===== config.mk =====
export PLATFORM = sky130hd
export DESIGN_NAME = tcms_mv_select
export DESIGN_NICKNAME = d
export VERILOG_FILES = /design/src/common/tcms_pkg.sv /design/src/rtl/tcms_mv_select.sv
export VERILOG_INCLUDE_DIRS = /design/src /design/src/common
export SDC_FILE = /design/constraint.sdc
export NUM_CORES = 1
export LEC_CHECK = 0
export BUFFER_PORTS_ARGS = -buffer_cell sky130_fd_sc_hd__buf_2
export CAP_MARGIN = 20
export CORE_MARGIN = 5
export CORE_UTILIZATION = 50
export CTS_CLUSTER_DIAMETER = 60
export DETAILED_ROUTE_END_ITERATION = 10
export PLACE_DENSITY_LB_ADDON = 0.1
export SETUP_SLACK_MARGIN = 0.2
export SYNTH_ARGS = -nofsm -noshare
export SYNTH_HDL_FRONTEND = slang
export SYNTH_SLANG_ARGS = --single-unit

===== constraint.sdc =====
create_clock -name i_sys_clk -period 6.3 [get_ports i_sys_clk]
set_clock_uncertainty 0.15 [all_clocks]
set_input_delay 0.63 -clock i_sys_clk [delete_from_list [all_inputs] [get_ports i_sys_clk]]
set_output_delay 0.63 -clock i_sys_clk [all_outputs]
set_load 0.005 [all_outputs]

===== src/common/tcms_params.svh =====
`ifndef TCMS_PARAMS_SVH
`define TCMS_PARAMS_SVH

// Widths
`define TCMS_MV_W        12
`define TCMS_PV_W        16
`define TCMS_ERR_W       17

// Action setting encodings and command defaults
`define TCMS_ACT_REVERSE 1'b0
`define TCMS_ACT_DIRECT  1'b1
`define TCMS_CMD_DFLT    1'b0

// Output values in 0.1 % steps
`define TCMS_MV_OFF      12'h000
`define TCMS_ERR_MV_DFLT 12'h000
`define TCMS_MV_MAX      12'h41a
`define TCMS_MV_STD_MIN  12'hfce
`define TCMS_MV_HC_MIN   12'hbe6

`endif


===== src/common/tcms_pkg.sv =====
package tcms_pkg;

   // Manual-output mode of the channel
   typedef enum logic [1:0]
   {
      TCMS_AUTO   = 2'b00,
      TCMS_HOLD   = 2'b01,
      TCMS_MANUAL = 2'b10
   } tcms_mode_e;

   typedef logic signed [11:0] tcms_mv_t;
   typedef logic signed [15:0] tcms_pv_t;
   typedef logic signed [16:0] tcms_err_t;

endpackage


===== src/rtl/tcms_mv_select.sv =====
`timescale 1ns/1ps
`include "tcms_params.svh"
//
// Overview of operation
// Direct action: output rises with temperature
// Reverse action: output rises as temperature falls
// Action setting: 0 reverse, 1 direct, default 0
// Action setting change applies only after restart
// Inversion command swaps action immediately
// Command bits return to defaults at restart
// Status shows whether inversion is active
// Manual mode only under PID, via command
// Manual mode outputs reflected manual value
// Auto mode never outputs manual value
// Unreflected manual entry holds switching-time output
// Reflect set: adopt host manual value
// Manual after restart starts from manual value
// Manual to auto restarts PID bumplessly
// Auto mode ignores reflect bit
// Status shows mode and reflect state
// Manual value clamped to output limits
// Sensor break under PID outputs error value
// Load rejection value beats error value
// Error value 0.1 % steps, ranged, immediate
// Lower limit above upper uses upper
// Stopped control forces output off
// Effective action is setting XOR inversion
//
module tcms_mv_select
(
   // Clock, reset, enable
   input  wire logic                   i_sys_clk,
   input  wire logic                   i_resetn,
   input  wire logic                   i_ce,
   // Unit restart pulse and restart-time setting
   input  wire logic                   i_restart,
   input  wire logic                   i_cfg_direct,
   // Immediate settings
   input  wire logic                   i_pid_ctrl,
   input  wire logic                   i_heat_cool,
   input  wire tcms_pkg::tcms_mv_t     i_mv_upper,
   input  wire tcms_pkg::tcms_mv_t     i_mv_lower,
   input  wire tcms_pkg::tcms_mv_t     i_err_mv,
   input  wire logic                   i_lr_enable,
   input  wire tcms_pkg::tcms_mv_t     i_lr_mv,
   // Cyclic command word
   input  wire logic                   i_cmd_valid,
   input  wire logic                   i_cmd_run,
   input  wire logic                   i_cmd_invert,
   input  wire logic                   i_cmd_manual,
   input  wire logic                   i_cmd_reflect,
   input  wire tcms_pkg::tcms_mv_t     i_manual_mv,
   // Process and controller
   input  wire tcms_pkg::tcms_pv_t     i_pv,
   input  wire tcms_pkg::tcms_pv_t     i_sp,
   input  wire tcms_pkg::tcms_mv_t     i_pid_mv,
   input  wire logic                   i_sensor_fault,
   input  wire logic                   i_lr_active,
   // Controller steering
   output logic                        o_act_direct,
   output tcms_pkg::tcms_err_t         o_pid_err,
   output logic                        o_pid_preset,
   output tcms_pkg::tcms_mv_t          o_pid_preset_mv,
   // Output and status word
   output tcms_pkg::tcms_mv_t          o_mv,
   output logic                        o_sts_run,
   output logic                        o_sts_invert,
   output logic                        o_sts_manual,
   output logic                        o_sts_reflect
);

   logic                   rst_meta_r;
   logic                   rst_n_s;
   logic                   act_cfg_r;
   logic                   cap_done_r;
   logic                   cmd_run_r;
   logic                   cmd_inv_r;
   logic                   cmd_man_r;
   logic                   cmd_rfl_r;
   logic                   fresh_r;
   tcms_pkg::tcms_mode_e   mode_r;
   tcms_pkg::tcms_mode_e   mode_nxt;
   tcms_pkg::tcms_mv_t     hold_r;
   tcms_pkg::tcms_mv_t     mv_r;
   tcms_pkg::tcms_mv_t     mv_nxt;
   tcms_pkg::tcms_mv_t     lo_eff;
   tcms_pkg::tcms_mv_t     err_lim;
   tcms_pkg::tcms_mv_t     man_lim;
   tcms_pkg::tcms_mv_t     pid_lim;
   logic                   act_eff;
   logic                   preset_r;
   tcms_pkg::tcms_mv_t     preset_mv_r;
   tcms_pkg::tcms_err_t    pv_x;
   tcms_pkg::tcms_err_t    sp_x;

   // Clamp a value into [lo, hi]; lo already bounded by hi
   function automatic tcms_pkg::tcms_mv_t clamp_mv
   (
      input tcms_pkg::tcms_mv_t v,
      input tcms_pkg::tcms_mv_t lo,
      input tcms_pkg::tcms_mv_t hi
   );
      return (v > hi) ? hi : ((v < lo) ? lo : v);
   endfunction

   // Reset release through two flops
   always_ff @(posedge i_sys_clk or negedge i_resetn)
   begin
      if (!i_resetn)
      begin
         rst_meta_r <= 1'b0;
         rst_n_s    <= 1'b0;
      end
      else
      begin
         rst_meta_r <= 1'b1;
         rst_n_s    <= rst_meta_r;
      end
   end

   // Action setting sampled only at reset release or restart
   always_ff @(posedge i_sys_clk or negedge rst_n_s)
   begin
      if (!rst_n_s)
      begin
         act_cfg_r  <= `TCMS_ACT_REVERSE;
         cap_done_r <= 1'b0;
      end
      else if (i_ce)
      begin
         if (!cap_done_r || i_restart)
         begin
            act_cfg_r  <= i_cfg_direct;
            cap_done_r <= 1'b1;
         end
      end
   end

   // Command bits; restart puts them back to defaults
   always_ff @(posedge i_sys_clk or negedge rst_n_s)
   begin
      if (!rst_n_s)
      begin
         cmd_run_r <= `TCMS_CMD_DFLT;
         cmd_inv_r <= `TCMS_CMD_DFLT;
         cmd_man_r <= `TCMS_CMD_DFLT;
         cmd_rfl_r <= `TCMS_CMD_DFLT;
      end
      else if (i_ce)
      begin
         if (i_restart)
         begin
            cmd_run_r <= `TCMS_CMD_DFLT;
            cmd_inv_r <= `TCMS_CMD_DFLT;
            cmd_man_r <= `TCMS_CMD_DFLT;
            cmd_rfl_r <= `TCMS_CMD_DFLT;
         end
         else if (i_cmd_valid)
         begin
            cmd_run_r <= i_cmd_run;
            cmd_inv_r <= i_cmd_invert;
            cmd_man_r <= i_cmd_manual;
            cmd_rfl_r <= i_cmd_reflect;
         end
      end
   end

   // Action steering of the controller error sign
   assign act_eff = act_cfg_r ^ cmd_inv_r;
   assign pv_x    = tcms_pkg::tcms_err_t'(i_pv);
   assign sp_x    = tcms_pkg::tcms_err_t'(i_sp);

   assign o_pid_err = (act_eff == `TCMS_ACT_DIRECT) ? pv_x - sp_x
                                                   : sp_x - pv_x;

   // Limits: inverted pair collapses onto the upper limit
   assign lo_eff  = (i_mv_lower > i_mv_upper) ? i_mv_upper : i_mv_lower;
   assign man_lim = clamp_mv(i_manual_mv, lo_eff, i_mv_upper);
   assign pid_lim = clamp_mv(i_pid_mv, lo_eff, i_mv_upper);
   // Out-of-range error value is pinned to the type's range, not rejected
   assign err_lim = clamp_mv(i_err_mv,
                             i_heat_cool ? `TCMS_MV_HC_MIN : `TCMS_MV_STD_MIN,
                             `TCMS_MV_MAX);

   // Mode sequencing
   always_comb
   begin
      mode_nxt = mode_r;
      case (mode_r)
         tcms_pkg::TCMS_AUTO:
            // Reflect bit is not looked at while in auto
            if (cmd_man_r && i_pid_ctrl)
               mode_nxt = tcms_pkg::TCMS_HOLD;
         tcms_pkg::TCMS_HOLD:
            if (!cmd_man_r || !i_pid_ctrl)
               mode_nxt = tcms_pkg::TCMS_AUTO;
            else if (cmd_rfl_r)
               mode_nxt = tcms_pkg::TCMS_MANUAL;
         tcms_pkg::TCMS_MANUAL:
            if (!cmd_man_r || !i_pid_ctrl)
               mode_nxt = tcms_pkg::TCMS_AUTO;
            else if (!cmd_rfl_r)
               mode_nxt = tcms_pkg::TCMS_HOLD;
         default:
            mode_nxt = tcms_pkg::TCMS_AUTO;
      endcase
   end

   always_ff @(posedge i_sys_clk or negedge rst_n_s)
   begin
      if (!rst_n_s)
      begin
         mode_r <= tcms_pkg::TCMS_AUTO;
      end
      else if (i_ce)
      begin
         mode_r <= i_restart ? tcms_pkg::TCMS_AUTO : mode_nxt;
      end
   end

   // Hold value taken on entering hold; an entry after restart before any run
   // in auto has no meaningful running output, so it starts from manual value
   always_ff @(posedge i_sys_clk or negedge rst_n_s)
   begin
      if (!rst_n_s)
      begin
         hold_r  <= `TCMS_MV_OFF;
         fresh_r <= 1'b1;
      end
      else if (i_ce)
      begin
         if (i_restart)
         begin
            fresh_r <= 1'b1;
         end
         else
         begin
            if (mode_r != tcms_pkg::TCMS_HOLD && mode_nxt == tcms_pkg::TCMS_HOLD)
            begin
               hold_r <= fresh_r ? man_lim : mv_r;
            end
            if (cmd_run_r && mode_r == tcms_pkg::TCMS_AUTO)
            begin
               fresh_r <= 1'b0;
            end
         end
      end
   end

   // Output priority: stop, load rejection, sensor error, manual, PID
   always_comb
   begin
      if (!cmd_run_r)
         mv_nxt = `TCMS_MV_OFF;
      else if (i_lr_enable && i_lr_active)
         mv_nxt = i_lr_mv;
      else if (i_pid_ctrl && i_sensor_fault)
         mv_nxt = err_lim;
      else if (mode_r == tcms_pkg::TCMS_MANUAL)
         mv_nxt = man_lim;
      else if (mode_r == tcms_pkg::TCMS_HOLD)
         mv_nxt = hold_r;
      else
         mv_nxt = pid_lim;
   end

   always_ff @(posedge i_sys_clk or negedge rst_n_s)
   begin
      if (!rst_n_s)
      begin
         mv_r <= `TCMS_MV_OFF;
      end
      else if (i_ce)
      begin
         mv_r <= i_restart ? `TCMS_MV_OFF : mv_nxt;
      end
   end

   // Bumpless return: controller is preset with the last output
   always_ff @(posedge i_sys_clk or negedge rst_n_s)
   begin
      if (!rst_n_s)
      begin
         preset_r    <= 1'b0;
         preset_mv_r <= `TCMS_MV_OFF;
      end
      else if (i_ce)
      begin
         preset_r <= 1'b0;
         if (!i_restart && mode_r != tcms_pkg::TCMS_AUTO &&
             mode_nxt == tcms_pkg::TCMS_AUTO)
         begin
            preset_r    <= 1'b1;
            preset_mv_r <= mv_r;
         end
      end
   end

   assign o_act_direct    = act_eff;
   assign o_pid_preset    = preset_r;
   assign o_pid_preset_mv = preset_mv_r;
   assign o_mv            = mv_r;
   assign o_sts_run       = cmd_run_r;
   assign o_sts_invert    = cmd_inv_r;
   assign o_sts_manual    = (mode_r != tcms_pkg::TCMS_AUTO);
   assign o_sts_reflect   = (mode_r == tcms_pkg::TCMS_MANUAL);
endmodule


==> key figures, run 1 <==
Worst setup path
  – Slowest stage delay, CP: 0.63 ns
  – Crit-path cells: buf_2, inv_1, ha_1, nand4_4, nor2_2, a211oi_1, o22ai_2, mux2_2, inv_1, ha_1, and3_1, and3_1, nand3_1, nor3_1, a211oi_1, a2111oi_1, a21o_1, mux2i_1, o21ai_0, a31o_1
  – Slowest CP cell: a2111oi_1
  – Critical Path End Type: flop
  – Flop-to-flop setup slack: 3.66 ns
  – Crit path launch: i_mv_upper[11]
  – Largest fanout on the critical path: 11
  – Critical path class: primary input to flop
  – Critical path arrival: 5.41 ns
  – Worst r2r src: mode_r[1]
  – Required time of the worst setup path: 6.33 ns
  – Crit path launch type: primary input

Global routing
  – Largest net degree at the start of global routing: 47
  – Global-route wire length before repair: 30,900 um
  – Vias in the first global route: 6,138
  – GRT Total Usage: 0.257
  – GRT overflow: 0
  – Antenna violations before repair: 0

Route
  – Post-route ant nets: 0
  – Post-Route WL: 20,100 um
  – Routed vias/inst: 5.83
  – DR iter-0 viols: 493
  – Wire per inst: 17.7 um
  – Post-route DRC: 0
  – TritonRoute pass-1 iters: 5
  – Total number of vias: 6,600

Logic synthesis
  – Sequential area share after synthesis: 0.188
  – Post-synth EDFFs: 0
  – FFs w/ async S/R, synth: 1.00
  – Synthesized instance count: 809
  – Primary FF master, synth: dfrtp_1
  – Mapped cell area: 0.00639 mm2
  – YS warnings: 0
  – Yosys reg bits: 48
  – Synthesized Nets: 1,020
  – Syn avg cell area: 7.89 um2
  – Netlist cell types: 79

Timing
  – RSZ-0062 raised after global routing: false
  – Relative slew slack: 0.569
  – Setup TNS: 0 ns
  – Tmin final: 5.39 ns
  – Fmax: 186 MHz
  – Max-slew violation count: 0
  – Worst Tran Pin Value: 0.645 ns
  – Final worst slack: 0.912 ns
  – Crit share post-route: 0.855
  – Final hold viol count: 0
  – # setup viols final: 0

Power and ir drop
  – Leak Pwr: 0.00387 uW
  – Total Power: 1400 uW
  – Pwr dens: 186 mW/mm2
  – Worst ir drop on vdd: 0.000139 V

Floorplanning
  – Die ar.: 0.0151 mm2
  – Core ar.: 0.0126 mm2
  – Row count: 41
  – Num ports: 166
  – Die Span Y: 123 um
  – Starting Density: 0.508
  – Die Wd: 123 um

Cells and area
  – Area delta synth->final: 17.9%
  – Finished Layout Cells: 1,133
  – Final net count: 1,170
  – Share of layout cells above drive strength 1: 0.228

Clock network
  – Post-CTS Resized: 0
  – CTS sink cnt: 48
  – CTS tree: built
  – Clk slew on worst S/H paths: 0.07 ns
  – CTS Buf Count: 5
  – H-tree depth: 2
  – Clk buf depth: 2
  – Clock root cell: clkbuf_16
  – Worst-skew pair later-pin latency: 0.29 ns

Place
  – IO buf count: 165
  – RePlAce Congestion: 0.949
  – Placement Setup Slack: 0.700 ns
  – Dpl hpwl: 16,700 um
  – Placed Cells: 1,121

Flow run
  – Maxcap violations: 0

Min path
  – Worst Hold Class: flop to async pin

Outcome
  – Status: finished clean
worst max-delay path, delay by kind of cell:
kind                       cells  cell delay (ns)
adders and majority gates      2             0.70
buffers and inverters          3             0.31
muxes                          2             0.66
and+or+nand+nor                6             1.00
AOI/OAI and AO/OA              7             2.11
cells in the mapped netlist, types with 8 or more instances:
library cell | instances | area [um2]
a211oi_1 | 10 | 75.1
nand3_1 | 19 | 95.1
clkbuf_1 | 25 | 93.8
mux2_2 | 18 | 203
nor2_1 | 60 | 225
inv_1 | 83 | 312
ha_1 | 90 | 1130
nand2_1 | 88 | 330
a22o_1 | 16 | 140
mux2i_1 | 33 | 330
a31oi_1 | 12 | 75.1
nand2b_1 | 8 | 50.1
nor2b_1 | 15 | 93.8
a21oi_1 | 37 | 185
o21a_1 | 10 | 75.1
o211ai_1 | 20 | 150
o221ai_1 | 8 | 70.1
dfrtp_1 | 47 | 1180
o21ai_0 | 52 | 260
a21o_1 | 8 | 60.1
nor3_1 | 13 | 65.1
area by class of cell:
class,count,area (um2)
fill,1236,5040
inverter,85,319
tap,172,215
multi-input combinational,646,4740
timing repair buffer,173,903
clock inverter,2,13.8
sequential,48,1200
clock buffer,6,139
antenna,1,2.50
per-stage QoR:
stage               cell area, um2  hold slack [ns]  utilization
CTS                           7500            0.206        0.597
global route                  7530            0.135        0.599
floorplan                     6390            0.181            -
global placement              7340            0.183        0.584
detailed placement            7340            0.192        0.584
finish                        7530           0.0969        0.599
registers in the layout, indices dropped and copies added (netlist names), 2 cells and up:
signal,flops
hold_r,12
mode_r,2
o_mv,12
o_pid_preset_mv,12
cell families after synthesis:
kind of cell             after synthesis  synth area share
AND/OR/NAND/NOR                      238             0.174
flip-flops                            48             0.188
multiplexers                          51            0.0835
adder cells (fa/ha/maj)               93             0.184
other                                  1          0.000587
buffers and inverters                115            0.0713
XOR/XNOR                               9            0.0123
AO/OA/AOI/OAI                        254             0.286
what timing repair did:
| action | CTS | global route |
|---|---|---|
| setup endpoints to repair | 0 | 0 |
| setup buffers | 0 | 0 |
| endpoints found under the hold margin | 2 | 5 |
| hold buffers | 1 | 1 |
final timing paths:
path | endpoint | cells after the start
setup / recovery | o_mv[8] | 20
hold / removal | o_sts_invert | 1
setup reg to reg | o_mv[11] | 7
hold reg to reg | o_sts_invert | 1
max in group asynchronous | o_pid_preset | 1
min in group i_sys_clk | rst_n_s | 0
layer usage:
metal	GRT usage	wire [um]	share of wire
met2	0.427	9380	0.47
met4	0.0505	312	0.016
met1	0.352	9040	0.45
met3	0.0453	1340	0.067
met5	0	0	0
power breakdown:
| part | switching (uW) | internal [uW] |
|---|---|---|
| clock network | 117 | 159 |
| registers | 40.2 | 356 |
| logic | 413 | 313 |
placed cells by master, fill, tap and decap left out, drive strengths merged, types with 20 or more instances in the layout:
cell type,Yosys,final
dfrtp,47,47
nand2,89,89
o211ai,20,20
a21oi,41,41
ha,90,90
buf,5,171
nor2,61,61
inv,83,84
o21ai,59,59
mux2i,33,33
Note: power is estimated with default switching activity, not from simulation.
==> run 2, diff against run 1 <==
Settings changed: CORE_UTILIZATION 50 to 30.
==> run 2 against run 1 <==
Sequential power about the same. Worst setup slack worse by 0.19 ns. Die area up 61%. Register-to-register slack worse by 0.04 ns. Flip-flop and latch count unchanged.
==> key figures, run 2 (same netlist as run 1, synthesis figures left out) <==
Outcome
  – Status: finished clean

Power and ir drop
  – Leak Pwr: 0.00386 uW
  – Combinational share of power: 0.525
  – Worst ir drop on vdd: 0.0000986 V
  – Seq pwr share: 0.285
  – Int Pwr: 816 uW
  – Pwr dens: 184 mW/mm2
  – Switch share: 0.418
  – Clock Power Share: 0.190
  – Sw power: 586 uW

Worst setup path
  – Required time of the worst setup path: 6.33 ns
  – Critical Path End Type: flop
  – Critical path class: primary input to flop
  – Critical path arrival: 5.60 ns
  – Largest fanout on the critical path: 12
  – Crit path launch type: primary input
  – Crit-path cells: buf_2, inv_1, ha_1, nand2_2, nor2_1, nand2_1, o22ai_2, buf_4, nor2b_1, a21oi_1, ha_1, o211ai_1, nor2_1, a211oi_1, a221o_1, a211oi_2, a21oi_4, mux2i_1, o211ai_1, a31o_1
  – Slowest stage delay, CP: 0.55 ns
  – Slowest CP cell: ha_1

Global routing
  – GRT overflow: 0
  – Vias in the first global route: 6,477
  – GRT Total Usage: 0.184
  – Global-route wire length before repair: 35,900 um
  – Largest net degree at the start of global routing: 47
  – Antenna violations before repair: 0

Floorplanning
  – Die Wd: 156 um
  – Row count: 53
  – Num ports: 166
  – Die ar.: 0.0243 mm2
  – Core ar.: 0.0210 mm2
  – Starting Density: 0.304
  – Die Span Y: 156 um

Route
  – Post-route DRC: 0
  – DR iter-0 viols: 370
  – Total number of vias: 6,523
  – Wire per inst: 18.7 um
  – TritonRoute pass-1 iters: 5
  – Post-route ant nets: 0
  – Post-Route WL: 23,100 um
  – Routed vias/inst: 5.28

Timing
  – Fmax: 179 MHz
  – Tmin final: 5.58 ns
  – Crit share post-route: 0.885
  – Max-slew violation count: 0
  – RSZ-0062 raised after global routing: false
  – Worst Tran Pin Value: 0.654 ns
  – Final hold viol count: 0
  – Relative slew slack: 0.563
  – Setup TNS: 0 ns
  – # setup viols final: 0

Cells and area
  – Final design utilization: 0.363
  – Area delta synth->final: 19.6%
  – FF+latch area: 0.00120 mm2
  – Most common cell after layout, fill and taps aside: buf_2
  – Area of the multi-input gates: 0.00474 mm2
  – Ant. Diodes: 0
  – Commonest cells after routing, fill and taps aside: 165 x buf_2, 90 x ha_1, 88 x nand2_1
  – Filler Cells Inserted: 2,302
  – Share of layout cells above drive strength 1: 0.228
  – Final net count: 1,170

Min path
  – Worst Hold Class: flop to flop

Clock network
  – Clk slew on worst S/H paths: 0.07 ns
  – Setup bufs post-CTS: 0
  – CTS Buf Count: 5
  – CTS sink cnt: 48
  – Post-CTS Resized: 0
  – Worst-skew pair later-pin latency: 0.29 ns
  – Hold_buf cts: 1
  – CTS tree: built
  – Clk buf depth: 2
  – Clock root cell: clkbuf_16
  – H-tree depth: 2

Flow run
  – Maxcap violations: 0

Place
  – RePlAce Congestion: 0.857
  – IO buf count: 165
  – Dpl hpwl: 19,200 um
==> run 2: path summary, 6_finish.rpt <==
kind | slack (ns) | cells past startpoint | from | endpoint
setup reg to reg | 3.62 | 7 | mode_r[1] | o_mv[11]
setup / recovery | 0.72 | 20 | i_mv_upper[11] | o_mv[7]
max in group asynchronous | 5.34 | 1 | rst_n_s | o_pid_preset_mv[0]
hold / removal | 0.20 | 0 | rst_meta_r | rst_n_s
hold reg to reg | 0.20 | 0 | rst_meta_r | rst_n_s
min in group asynchronous | 0.21 | 1 | rst_n_s | o_pid_preset_mv[6]
==> run 2: area by class of cell <==
cell class,count,area share
clock buffer,7,0.0174
clock inverter,1,0.000656
inverter,85,0.0418
multi-input combinational,646,0.621
sequential,48,0.158
tap,275,0.0451
timing repair buffer,173,0.116
==> run 2: worst max-delay path: cells and delay by family <==
family          cells  cell delay, ns
compound gates      9            2.59
simple gates        5            0.68
buf+inv             3            0.49
mux                 1            0.37
fa+ha+maj           2            0.85
==> run 2: power by group through the flow <==
stage | combinational (uW) | sequential, uW | clock [uW]
final | 736 | 399 | 266
after global routing | 826 | 405 | 291
after CTS | 739 | 399 | 277
after detailed placement | 737 | 403 | 0
after global placement | 741 | 405 | 0
after floorplan | 505 | 386 | 0
==> run 2: per-stage QoR <==
step / cells / hold WS, ns / total power, uW / instance area, um2 / setup slack (ns)
finish: 1235 / 0.203 / 1400 / 7630 / 0.724
global route: 1235 / 0.216 / 1520 / 7630 / 0.373
CTS: 1235 / 0.207 / 1410 / 7630 / 0.790
detailed placement: 1226 / 0.193 / 1140 / 7490 / 0.494
global placement: 1226 / 0.184 / 1150 / 7490 / 0.515
floorplan: 809 / 0.181 / 891 / 6390 / 1.42
==> run 2: metal layers <==
metal / vias to the layer above / part of all wire / global-route usage / wire, um
met2: 163 / 0.48 / 0.314 / 11000
met3: 19 / 0.042 / 0.0222 / 970
met4: 0 / 0.013 / 0.0321 / 289
met5: - / 0 / 0 / 0
met1: 3087 / 0.47 / 0.254 / 10800
li1: 3254 / - / - / -
